## src/shared/frame_pkg.sv

```systemverilog
package frame_pkg;
  typedef logic [7:0]  byte_t;
  typedef logic [8:0]  len_t;
  typedef logic [11:0] apb_addr_t;
  typedef enum logic [0:0] {
    SND_IDLE = 1'b0,
    SND_BUSY = 1'b1
  } snd_state_t;
  // Layout numbers, both reached as attribute 3
  localparam byte_t LAYOUT_IO   = 8'h78;
  localparam byte_t LAYOUT_NOIO = 8'h79;
  localparam byte_t LAYOUT_ATTR = 8'h03;
  localparam len_t  MAX_LEN_IO   = 9'd263;
  localparam len_t  MAX_LEN_NOIO = 9'd262;
  localparam len_t  HDR_IO       = 9'd8;
  localparam len_t  HDR_NOIO     = 9'd7;
  // Byte positions in the layout without monitoring; POS_IOMON is the monitoring byte of layout 120
  localparam len_t  POS_CTRL  = 9'd0;
  localparam len_t  POS_IOMON = 9'd1;
  localparam len_t  POS_FNUM  = 9'd1;
  localparam len_t  POS_FREM  = 9'd2;
  localparam len_t  POS_FSIZE = 9'd3;
  localparam len_t  POS_FLAGS = 9'd4;
  localparam len_t  POS_LLO   = 9'd5;
  localparam len_t  POS_LHI   = 9'd6;
  localparam int    CB_ACT = 0;
  localparam int    CB_DACK = 1;
  localparam int    CB_DRST = 2;
  localparam int    CB_EACK = 3;
  localparam int    CB_STBY = 4;
  localparam int    FL_NEWDATA = 0;
  localparam int    FL_NEWENTRY = 1;
  localparam int    CFG_FRAG_BIT = 0;
  localparam logic  CFG_FRAG_RST = 1'b0;
  localparam int    ENTRY_MAX = 255;
  // Controller register map
  localparam apb_addr_t REG_CMD    = 12'h000;
  localparam apb_addr_t REG_CFG    = 12'h004;
  localparam apb_addr_t REG_LEN    = 12'h008;
  localparam apb_addr_t REG_CTRLB  = 12'h00C;
  localparam apb_addr_t REG_IOB    = 12'h010;
  localparam apb_addr_t REG_FRAG   = 12'h014;
  localparam apb_addr_t REG_ENTRY  = 12'h018;
  localparam apb_addr_t REG_STATUS = 12'h01C;
  localparam logic [1:0] DATA_WIN  = 2'h1;
endpackage : frame_pkg

```

## src/shared/frame_link_if.sv

```systemverilog
`timescale 1ns/10ps
`default_nettype none
interface frame_link_if;
  logic             cfg_valid;
  logic             cfg_io_mon;
  logic             cfg_frag;
  logic             fr_valid;
  logic [7:0]       fr_data;
  logic             fr_last;
  modport host (
    output cfg_valid, cfg_io_mon, cfg_frag, fr_valid, fr_data, fr_last
  );
  modport device (
    input  cfg_valid, cfg_io_mon, cfg_frag, fr_valid, fr_data, fr_last
  );
endinterface : frame_link_if
`default_nettype wire

```

## src/hdl/frame_decoder.sv

```systemverilog
// Summary of operation
// - Host sends frames cyclically; each is current image.
// - Monitoring layout offered as number 120, attribute 3.
// - Layout 120 takes 1 to 263 bytes.
// - Output activation only when output is event-driven.
// - Layout 120 entry data starts at byte 8.
// - Short frames decode control, then monitoring byte only.
// - Host sets length as 8 plus data count.
// - Layout 121 without monitoring, 1 to 262 bytes.
// - Layout 121 bytes 1-4 hold fragment fields, flags.
// - Layout 121 length bytes 5,6; data from 7.
// - One-byte frame acts on control bits only.
// - Entry fragmentation enable from configuration, default off.
`timescale 1ns/10ps
`default_nettype none
module frame_decoder (
  // Clock and reset
  input  wire logic               pclk,
  input  wire logic               presetn,
  // Link from the controller
  frame_link_if.device            link,
  // Output function configuration
  input  wire logic [3:0]         ext_event_cfg,
  // Control byte
  output logic                    act_signal,
  output logic                    data_ack,
  output logic                    data_reset,
  output logic                    err_ack,
  output logic                    standby,
  // Switching outputs
  output logic [3:0]              sw_out_act,
  output logic [3:0]              evt_cnt_reset,
  // Fragmentation and entry header
  output frame_pkg::byte_t        frag_num,
  output frame_pkg::byte_t        frag_remain,
  output frame_pkg::byte_t        frag_size,
  output logic                    new_entry,
  output logic                    new_data,
  output logic [15:0]             entry_len,
  output frame_pkg::byte_t        entry_count,
  // Frame status
  output frame_pkg::len_t         frame_len,
  output logic                    frame_done,
  output logic                    len_error,
  output logic                    frag_enable,
  output frame_pkg::byte_t        layout_id,
  // Entry data read port
  input  wire frame_pkg::byte_t   rd_addr,
  output frame_pkg::byte_t        rd_data
);
  import frame_pkg::*;

  byte_t        mem [0:ENTRY_MAX-1];
  len_t         idx;
  len_t         next_idx;
  logic         io_mon;
  logic         next_io_mon;
  logic [3:0]   io_act;
  logic [3:0]   next_io_act;
  logic [4:0]   ctrl;
  logic [4:0]   next_ctrl;
  logic [3:0]   next_evt_cnt_reset;
  logic [3:0]   next_sw_out_act;
  byte_t        next_frag_num;
  byte_t        next_frag_remain;
  byte_t        next_frag_size;
  logic         next_new_entry;
  logic         next_new_data;
  logic [15:0]  next_entry_len;
  byte_t        next_entry_count;
  len_t         next_frame_len;
  logic         next_frame_done;
  logic         next_len_error;
  logic         next_frag_enable;
  len_t         pos;
  len_t         max_len;
  len_t         hdr_len;
  len_t         cnt;
  logic         mem_we;
  byte_t        mem_addr;

  always_comb begin
    next_idx           = idx;
    next_io_mon        = io_mon;
    next_io_act        = io_act;
    next_ctrl          = ctrl;
    next_evt_cnt_reset = evt_cnt_reset;
    next_frag_num      = frag_num;
    next_frag_remain   = frag_remain;
    next_frag_size     = frag_size;
    next_new_entry     = new_entry;
    next_new_data      = new_data;
    next_entry_len     = entry_len;
    next_entry_count   = entry_count;
    next_frame_len     = frame_len;
    next_frame_done    = 1'b0;
    next_len_error     = len_error;
    next_frag_enable   = frag_enable;
    mem_we             = 1'b0;
    mem_addr           = 8'h00;
    max_len            = io_mon ? MAX_LEN_IO : MAX_LEN_NOIO;
    hdr_len            = io_mon ? HDR_IO : HDR_NOIO;
    // Monitoring byte shifts the rest of the header by one
    pos = (io_mon && idx > POS_IOMON) ? idx - 9'd1 : idx;
    cnt = idx + 9'd1;
    // Configuration is only taken between frames
    if (link.cfg_valid && idx == 9'd0) begin
      next_io_mon      = link.cfg_io_mon;
      next_frag_enable = link.cfg_frag;
    end
    if (link.fr_valid) begin
      if (idx == POS_CTRL) begin
        // Fields not carried by a short frame read as absent
        next_io_act        = 4'h0;
        next_evt_cnt_reset = 4'h0;
        next_frag_num      = 8'h00;
        next_frag_remain   = 8'h00;
        next_frag_size     = 8'h00;
        next_new_entry     = 1'b0;
        next_new_data      = 1'b0;
        next_entry_len     = 16'h0000;
        next_len_error     = 1'b0;
        next_ctrl          = link.fr_data[4:0];
      end else if (idx < max_len) begin
        if (io_mon && idx == POS_IOMON) begin
          next_io_act        = {link.fr_data[6], link.fr_data[4],
                                link.fr_data[2], link.fr_data[0]};
          next_evt_cnt_reset = {link.fr_data[7], link.fr_data[5],
                                link.fr_data[3], link.fr_data[1]};
        end else begin
          unique case (pos)
            POS_FNUM:  next_frag_num    = link.fr_data;
            POS_FREM:  next_frag_remain = link.fr_data;
            POS_FSIZE: next_frag_size   = link.fr_data;
            POS_FLAGS: begin
              next_new_data  = link.fr_data[FL_NEWDATA];
              next_new_entry = link.fr_data[FL_NEWENTRY];
            end
            POS_LLO:   next_entry_len[7:0]  = link.fr_data;
            POS_LHI:   next_entry_len[15:8] = link.fr_data;
            default: begin
              mem_we   = 1'b1;
              mem_addr = 8'(idx - hdr_len);
            end
          endcase
        end
      end else begin
        // Bytes past the longest frame are dropped
        next_len_error = 1'b1;
      end
      if (link.fr_last) begin
        next_idx        = 9'd0;
        next_frame_done = 1'b1;
        next_frame_len  = (cnt > max_len) ? max_len : cnt;
        // Data count follows from the number of bytes received in the frame
        next_entry_count = (cnt > hdr_len && cnt <= max_len) ?
                           8'(cnt - hdr_len) :
                           ((cnt > max_len) ? 8'(max_len - hdr_len) : 8'h00);
      end else if (idx != 9'h1FF) begin
        next_idx = cnt;
      end
    end
    // Activation commands only reach event-driven outputs
    next_sw_out_act = next_io_act & ext_event_cfg;
  end

  always_ff @(posedge pclk or negedge presetn) begin
    if (!presetn) begin
      idx           <= 9'd0;
      io_mon        <= 1'b1;
      io_act        <= 4'h0;
      ctrl          <= 5'h00;
      sw_out_act    <= 4'h0;
      evt_cnt_reset <= 4'h0;
      frag_num      <= 8'h00;
      frag_remain   <= 8'h00;
      frag_size     <= 8'h00;
      new_entry     <= 1'b0;
      new_data      <= 1'b0;
      entry_len     <= 16'h0000;
      entry_count   <= 8'h00;
      frame_len     <= 9'd0;
      frame_done    <= 1'b0;
      len_error     <= 1'b0;
      frag_enable   <= CFG_FRAG_RST;
      layout_id     <= LAYOUT_IO;
    end else begin
      idx           <= next_idx;
      io_mon        <= next_io_mon;
      io_act        <= next_io_act;
      ctrl          <= next_ctrl;
      sw_out_act    <= next_sw_out_act;
      evt_cnt_reset <= next_evt_cnt_reset;
      frag_num      <= next_frag_num;
      frag_remain   <= next_frag_remain;
      frag_size     <= next_frag_size;
      new_entry     <= next_new_entry;
      new_data      <= next_new_data;
      entry_len     <= next_entry_len;
      entry_count   <= next_entry_count;
      frame_len     <= next_frame_len;
      frame_done    <= next_frame_done;
      len_error     <= next_len_error;
      frag_enable   <= next_frag_enable;
      layout_id     <= next_io_mon ? LAYOUT_IO : LAYOUT_NOIO;
    end
  end

  assign act_signal = ctrl[CB_ACT];
  assign data_ack   = ctrl[CB_DACK];
  assign data_reset = ctrl[CB_DRST];
  assign err_ack    = ctrl[CB_EACK];
  assign standby    = ctrl[CB_STBY];

  // Entry store has no reset; entry_count says how much is valid
  always_ff @(posedge pclk) begin
    if (mem_we) begin
      mem[mem_addr] <= link.fr_data;
    end
    rd_data <= (rd_addr < 8'(ENTRY_MAX)) ? mem[rd_addr] : 8'h00;
  end
endmodule : frame_decoder
`default_nettype wire

```

## src/flat_wrapper.sv

```systemverilog
// flat-port wrapper written by rule: the top's interface ports become plain ports
module frame_decoder_flat import frame_pkg::*;
  (pclk, presetn, ext_event_cfg, act_signal, data_ack, data_reset, err_ack, standby, sw_out_act, evt_cnt_reset, frag_num, frag_remain, frag_size, new_entry, new_data, entry_len, entry_count, frame_len, frame_done, len_error, frag_enable, layout_id, rd_addr, rd_data, link_cfg_valid, link_cfg_io_mon, link_cfg_frag, link_fr_valid, link_fr_data, link_fr_last);
  frame_link_if link_i ();
  input  wire logic pclk;
  input  wire logic presetn;
  input  wire logic [3:0] ext_event_cfg;
  output logic act_signal;
  output logic data_ack;
  output logic data_reset;
  output logic err_ack;
  output logic standby;
  output logic [3:0] sw_out_act;
  output logic [3:0] evt_cnt_reset;
  output frame_pkg::byte_t frag_num;
  output frame_pkg::byte_t frag_remain;
  output frame_pkg::byte_t frag_size;
  output logic new_entry;
  output logic new_data;
  output logic [15:0] entry_len;
  output frame_pkg::byte_t entry_count;
  output frame_pkg::len_t frame_len;
  output logic frame_done;
  output logic len_error;
  output logic frag_enable;
  output frame_pkg::byte_t layout_id;
  input  wire frame_pkg::byte_t rd_addr;
  output frame_pkg::byte_t rd_data;
  input wire logic [$bits(link_i.cfg_valid)-1:0] link_cfg_valid;
  input wire logic [$bits(link_i.cfg_io_mon)-1:0] link_cfg_io_mon;
  input wire logic [$bits(link_i.cfg_frag)-1:0] link_cfg_frag;
  input wire logic [$bits(link_i.fr_valid)-1:0] link_fr_valid;
  input wire logic [$bits(link_i.fr_data)-1:0] link_fr_data;
  input wire logic [$bits(link_i.fr_last)-1:0] link_fr_last;
  assign link_i.cfg_valid = link_cfg_valid;
  assign link_i.cfg_io_mon = link_cfg_io_mon;
  assign link_i.cfg_frag = link_cfg_frag;
  assign link_i.fr_valid = link_fr_valid;
  assign link_i.fr_data = link_fr_data;
  assign link_i.fr_last = link_fr_last;
  frame_decoder u_core (.pclk(pclk), .presetn(presetn), .link(link_i), .ext_event_cfg(ext_event_cfg), .act_signal(act_signal), .data_ack(data_ack), .data_reset(data_reset), .err_ack(err_ack), .standby(standby), .sw_out_act(sw_out_act), .evt_cnt_reset(evt_cnt_reset), .frag_num(frag_num), .frag_remain(frag_remain), .frag_size(frag_size), .new_entry(new_entry), .new_data(new_data), .entry_len(entry_len), .entry_count(entry_count), .frame_len(frame_len), .frame_done(frame_done), .len_error(len_error), .frag_enable(frag_enable), .layout_id(layout_id), .rd_addr(rd_addr), .rd_data(rd_data));
endmodule
```

## config.mk

```make
export PLATFORM = sky130hd
export DESIGN_NAME = frame_decoder_flat
export DESIGN_NICKNAME = d
export VERILOG_FILES = /design/src/shared/frame_pkg.sv /design/src/shared/frame_link_if.sv /design/src/hdl/frame_decoder.sv /design/src/flat_wrapper.sv
export SDC_FILE = /design/constraint.sdc
export NUM_CORES = 2
export LEC_CHECK = 0
export BUFFER_PORTS_ARGS = -buffer_cell sky130_fd_sc_hd__buf_2
export CAP_MARGIN = 20
export CORE_MARGIN = 3
export CORE_UTILIZATION = 57
export CTS_CLUSTER_SIZE = 40
export DETAILED_ROUTE_END_ITERATION = 16
export PLACE_DENSITY = 0.76
export REMOVE_ABC_BUFFERS = 1
export SLEW_MARGIN = 25
export SYNTH_ARGS = -nofsm -noshare
export SYNTH_HDL_FRONTEND = slang
export SYNTH_SLANG_ARGS = --single-unit
```

## constraint.sdc

```tcl
create_clock -name pclk -period 3.8 [get_ports pclk]
set_clock_uncertainty 0.05 [all_clocks]
set_input_delay 0.19 -clock pclk [delete_from_list [all_inputs] [get_ports pclk]]
set_output_delay 0.19 -clock pclk [all_outputs]
set_load 0.005 [all_outputs]
```

==> impl_results.md <==
* CTS sink cnt at 2138
* Flop pwr share at 51.5%
* Fill cell count at 8862
* Yosys reg bits at 2138
* Gp weighted congestion at 0.891
* Maximum fanout along the worst path at 8
* Worst-path clk slew at 0.06 ns
* Yosys top cell by area: edfxtp_1
* Post-synth EDFFs at 2040
* Placed cells at 6200
* Part of the cycle the worst path needs at 98.0%
* Register area share after synthesis at 76.0%
* Clock latency on the worst-skew pair at 0.84 ns
* Core Area at 146000 sq um
* Worst hold slack at 0.0159 ns
* Min Tclk post-route at 3.72 ns
* Layout cells sized above 1 at 32.4%
* Most used cell, CP: buf_4
* Worst path depth at 10
* Net Sw Frac at 22.9%
* RSZ-0062 raised after global routing: yes
* Final net count at 4570
* LEAKAGE at 31.8 nW
* CP bufs+invs at 3
* CTS tree: built
* YS warnings at 0
* H-tree lvl count at 4
* HPWL Detailed at 134 mm
* TritonCTS Buffers at 203
* DR WL/cell at 33.3 um
* Mapped cell area at 83800 sq um
* Vias in the first global route at 44600
* DRT iter0 DRCs at 7434
* CP cell instances: or4_1, buf_4, o311ai_0, a211oi_1, o21bai_1, o221ai_2, buf_4, o311a_1, nor2_1, buf_4
* Max-cap violation count at 0
* Critical path's top delay family: compound AO/OA/AOI/OAI gates
* Worst hold path depth at 1
* Slowest CP cell: or4_1
* Vias per inst at 6.76
* Psw at 0.0116 W
* Dominant synthesized flop cell: edfxtp_1
* Clock power share at 40.4%
* Post-route DRC at 0
* Final non-filler cell total at 6617
* HP Class: primary input to flop
* CTS Buffer Depth at 3
* Die Height at 389 um
* Area grow syn2layout at 15.8%
* Area fraction of the dominant cell type after synthesis at 73.1%
* Slew margin rel. at 18.7%
* Clk root buf: clkbuf_16
* Final hold violations at 0
* Final Setup Violations at 0
* Global-route wire length before repair at 321 mm
* PnR worst setup slack at 0.0763 ns
* Slew Viols, Final at 0
* Critical path type: flop to flop
* Peak supply drop at 0.437 mV
* Comb power frac at 8.1%
* Drt total wl at 221 mm
* Ports at 118
* Standard-cell rows at 140
* CP required at 4.30 ns
* Worst Reg2Reg Path Length in Cells at 10
* Pin count of the biggest net entering global routing at 144
* Average size of a mapped cell at 21.0 sq um
* Initial antenna violation count at 9
* Final ANT Viol Nets at 0
* Largest cells by area after synthesis: edfxtp_1 (73%), mux4_2 (15%), dfrtp_1 (2.7%)
* Via count at 44700
* Cells after Synth at 3991
* Total gr overflow at 0
* Fmax achieved at 0.269 GHz
* Total track usage at 29.6%
* Yosys cell types at 83
* CP Data Arrival Time at 4.23 ns
* Starting Density at 57.5%
* Synth async-reset ratio at 4.21%
* Status: completed
* Int Pwr at 0.0392 W
* Die area at 152000 sq um
* Cell Pwr Density at 524 nW/um^2
* PortBufs at 110
* Die X at 389 um
* TritonRoute pass-1 iters at 6
* Critical Path Max Stage Delay at 0.57 ns
* Worst Tran Pin Value at 1.21 ns
* Type of origin of the critical path: flop
* Tot Pwr at 0.0509 W
* Critical Path Sink Type: flop
* Dpl ws at -0.188 ns
[final timing paths]
path | start | to | slack (ns)
max in group asynchronous | presetn | u_core.idx[1] | 2.94
min | link_fr_data[1] | u_core.mem[137][1] | 0.02
max reg2reg | u_core.idx[6] | u_core.mem[192][1] | 0.08
min in group asynchronous | presetn | u_core.io_mon | 0.35
max | u_core.idx[6] | u_core.mem[192][1] | 0.08
min reg2reg | u_core.frame_len[1] | u_core.frame_len[1] | 0.43
[registers in the layout (all words and copies together) (netlist names)]
signal	count
u_core.entry_count	8
u_core.len_error	1
u_core.frag_enable	1
u_core.io_act	4
u_core.rd_data	8
u_core.new_data	1
u_core.evt_cnt_reset	4
u_core.frag_remain	8
u_core.frame_len	9
u_core.frag_num	8
u_core.idx	9
u_core.entry_len	16
u_core.ctrl	5
u_core.new_entry	1
u_core.layout_id	1
u_core.sw_out_act	4
u_core.frame_done	1
u_core.frag_size	8
u_core.mem	2040
u_core.io_mon	1
[final cells by class]
class	instances	area, sq um	share of cell area (%)
Timing Repair Buffer	553	4680	4.82
Clock inverter	128	1520	1.56
Sequential cell	2138	63700	65.6
Inverter	21	86.3	0.0890
Multi-Input combinational cell	1609	19300	19.9
Antenna cell	1	2.50	0.00258
Clock buffer	250	5320	5.48
Tap cell	1917	2400	2.47
[power groups by stage]
| stage | clock [W] | sequential, W | combinational [W] |
|---|---|---|---|
| 2_1_floorplan | 0 | 0.0266 | 0.00166 |
| 3_3_place_gp | 0 | 0.0266 | 0.00384 |
| 3_5_place_dp | 0 | 0.0266 | 0.00390 |
| 4_1_cts | 0.0207 | 0.0262 | 0.00400 |
| 5_1_grt | 0.0216 | 0.0262 | 0.00433 |
| 6_report | 0.0205 | 0.0262 | 0.00414 |
[cell families after synthesis]
family                     share of synthesized area (%)
other                                            0.00897
muxes                                               16.5
adders and majority gates                          0.272
AOI/OAI and AO/OA                                   2.59
xor gates and xnor gates                           0.146
DFF                                                 76.0
and+or+nand+nor                                     3.13
buffers and inverters                               1.37
[stage by stage]
| step | utilization [%] | TNS (ns) | area, sq um |
|---|---|---|---|
| final | 66.6 | 0 | 97000 |
| after detailed placement | 61.3 | -13.45 | 89400 |
| after floorplan | - | -10.93 | 82700 |
| after global routing | 66.6 | -4.78 | 97000 |
| after CTS | 66.3 | -2.05 | 96600 |
| after global placement | 61.3 | -4.39 | 89400 |
[what timing repair did]
action / CTS / global route
hold endpoints to repair: 268 / 112
pin swaps: 0 / 3
hold buffers: 23 / 2
gates resized for setup: 49 / 60
buffers inserted: 0 / 11
setup endpoints to repair: 301 / 1442
[cell usage after synthesis, drive strengths merged, types with 7 or more instances]
cell type / number
a211oi: 10
a21oi: 32
a221oi: 15
a22o: 33
a22oi: 23
a31oi: 11
a32o: 18
and2: 12
buf: 146
clkbuf: 82
dfrtp: 89
dfxtp: 8
edfxtp: 2040
ha: 15
inv: 20
mux2: 16
mux2i: 87
mux4: 566
nand2: 146
nand2b: 7
nand3: 38
nand4: 14
nor2: 314
nor2b: 13
nor3: 22
nor4: 8
o21ai: 77
o31ai: 7
or3: 7
xnor2: 7
xor2: 7
[layer usage]
layer / vias to the layer above / global-route usage, % / share of wire, %
met5: - / 0 / 0.042
li1: 17600 / - / -
met2: 3373 / 44.8 / 47
met1: 23200 / 41.4 / 36
met3: 521 / 8.72 / 13
met4: 14 / 11.2 / 4.2
[cells in the final DEF, fill, tap and decap left out, types with 8 or more instances in the layout]
| cell type | count |
|---|---|
| a21oi_1 | 30 |
| clkinvlp_4 | 10 |
| clkbuf_16 | 203 |
| nor2_1 | 231 |
| nand3_1 | 34 |
| a32o_1 | 18 |
| nor2_4 | 16 |
| clkinv_1 | 40 |
| inv_1 | 18 |
| buf_2 | 97 |
| clkbuf_1 | 41 |
| dfxtp_1 | 8 |
| nor2_2 | 67 |
| nor2b_1 | 12 |
| dfrtp_1 | 89 |
| mux2i_1 | 87 |
| edfxtp_1 | 2040 |
| a221oi_1 | 15 |
| mux2_2 | 16 |
| clkinv_2 | 37 |
| a211oi_1 | 9 |
| a31oi_1 | 11 |
| nand4_1 | 14 |
| mux4_2 | 566 |
| a22oi_1 | 23 |
| clkbuf_8 | 14 |
| nor3_1 | 22 |
| nand2_1 | 139 |
| ha_1 | 15 |
| a22o_1 | 33 |
| buf_4 | 371 |
| and2_1 | 12 |
| o21ai_0 | 74 |
| bufinv_16 | 24 |
| buf_12 | 46 |
| dlygate4sd3_1 | 24 |
| clkinv_16 | 8 |
Note: power is estimated with default switching activity, not from simulation.
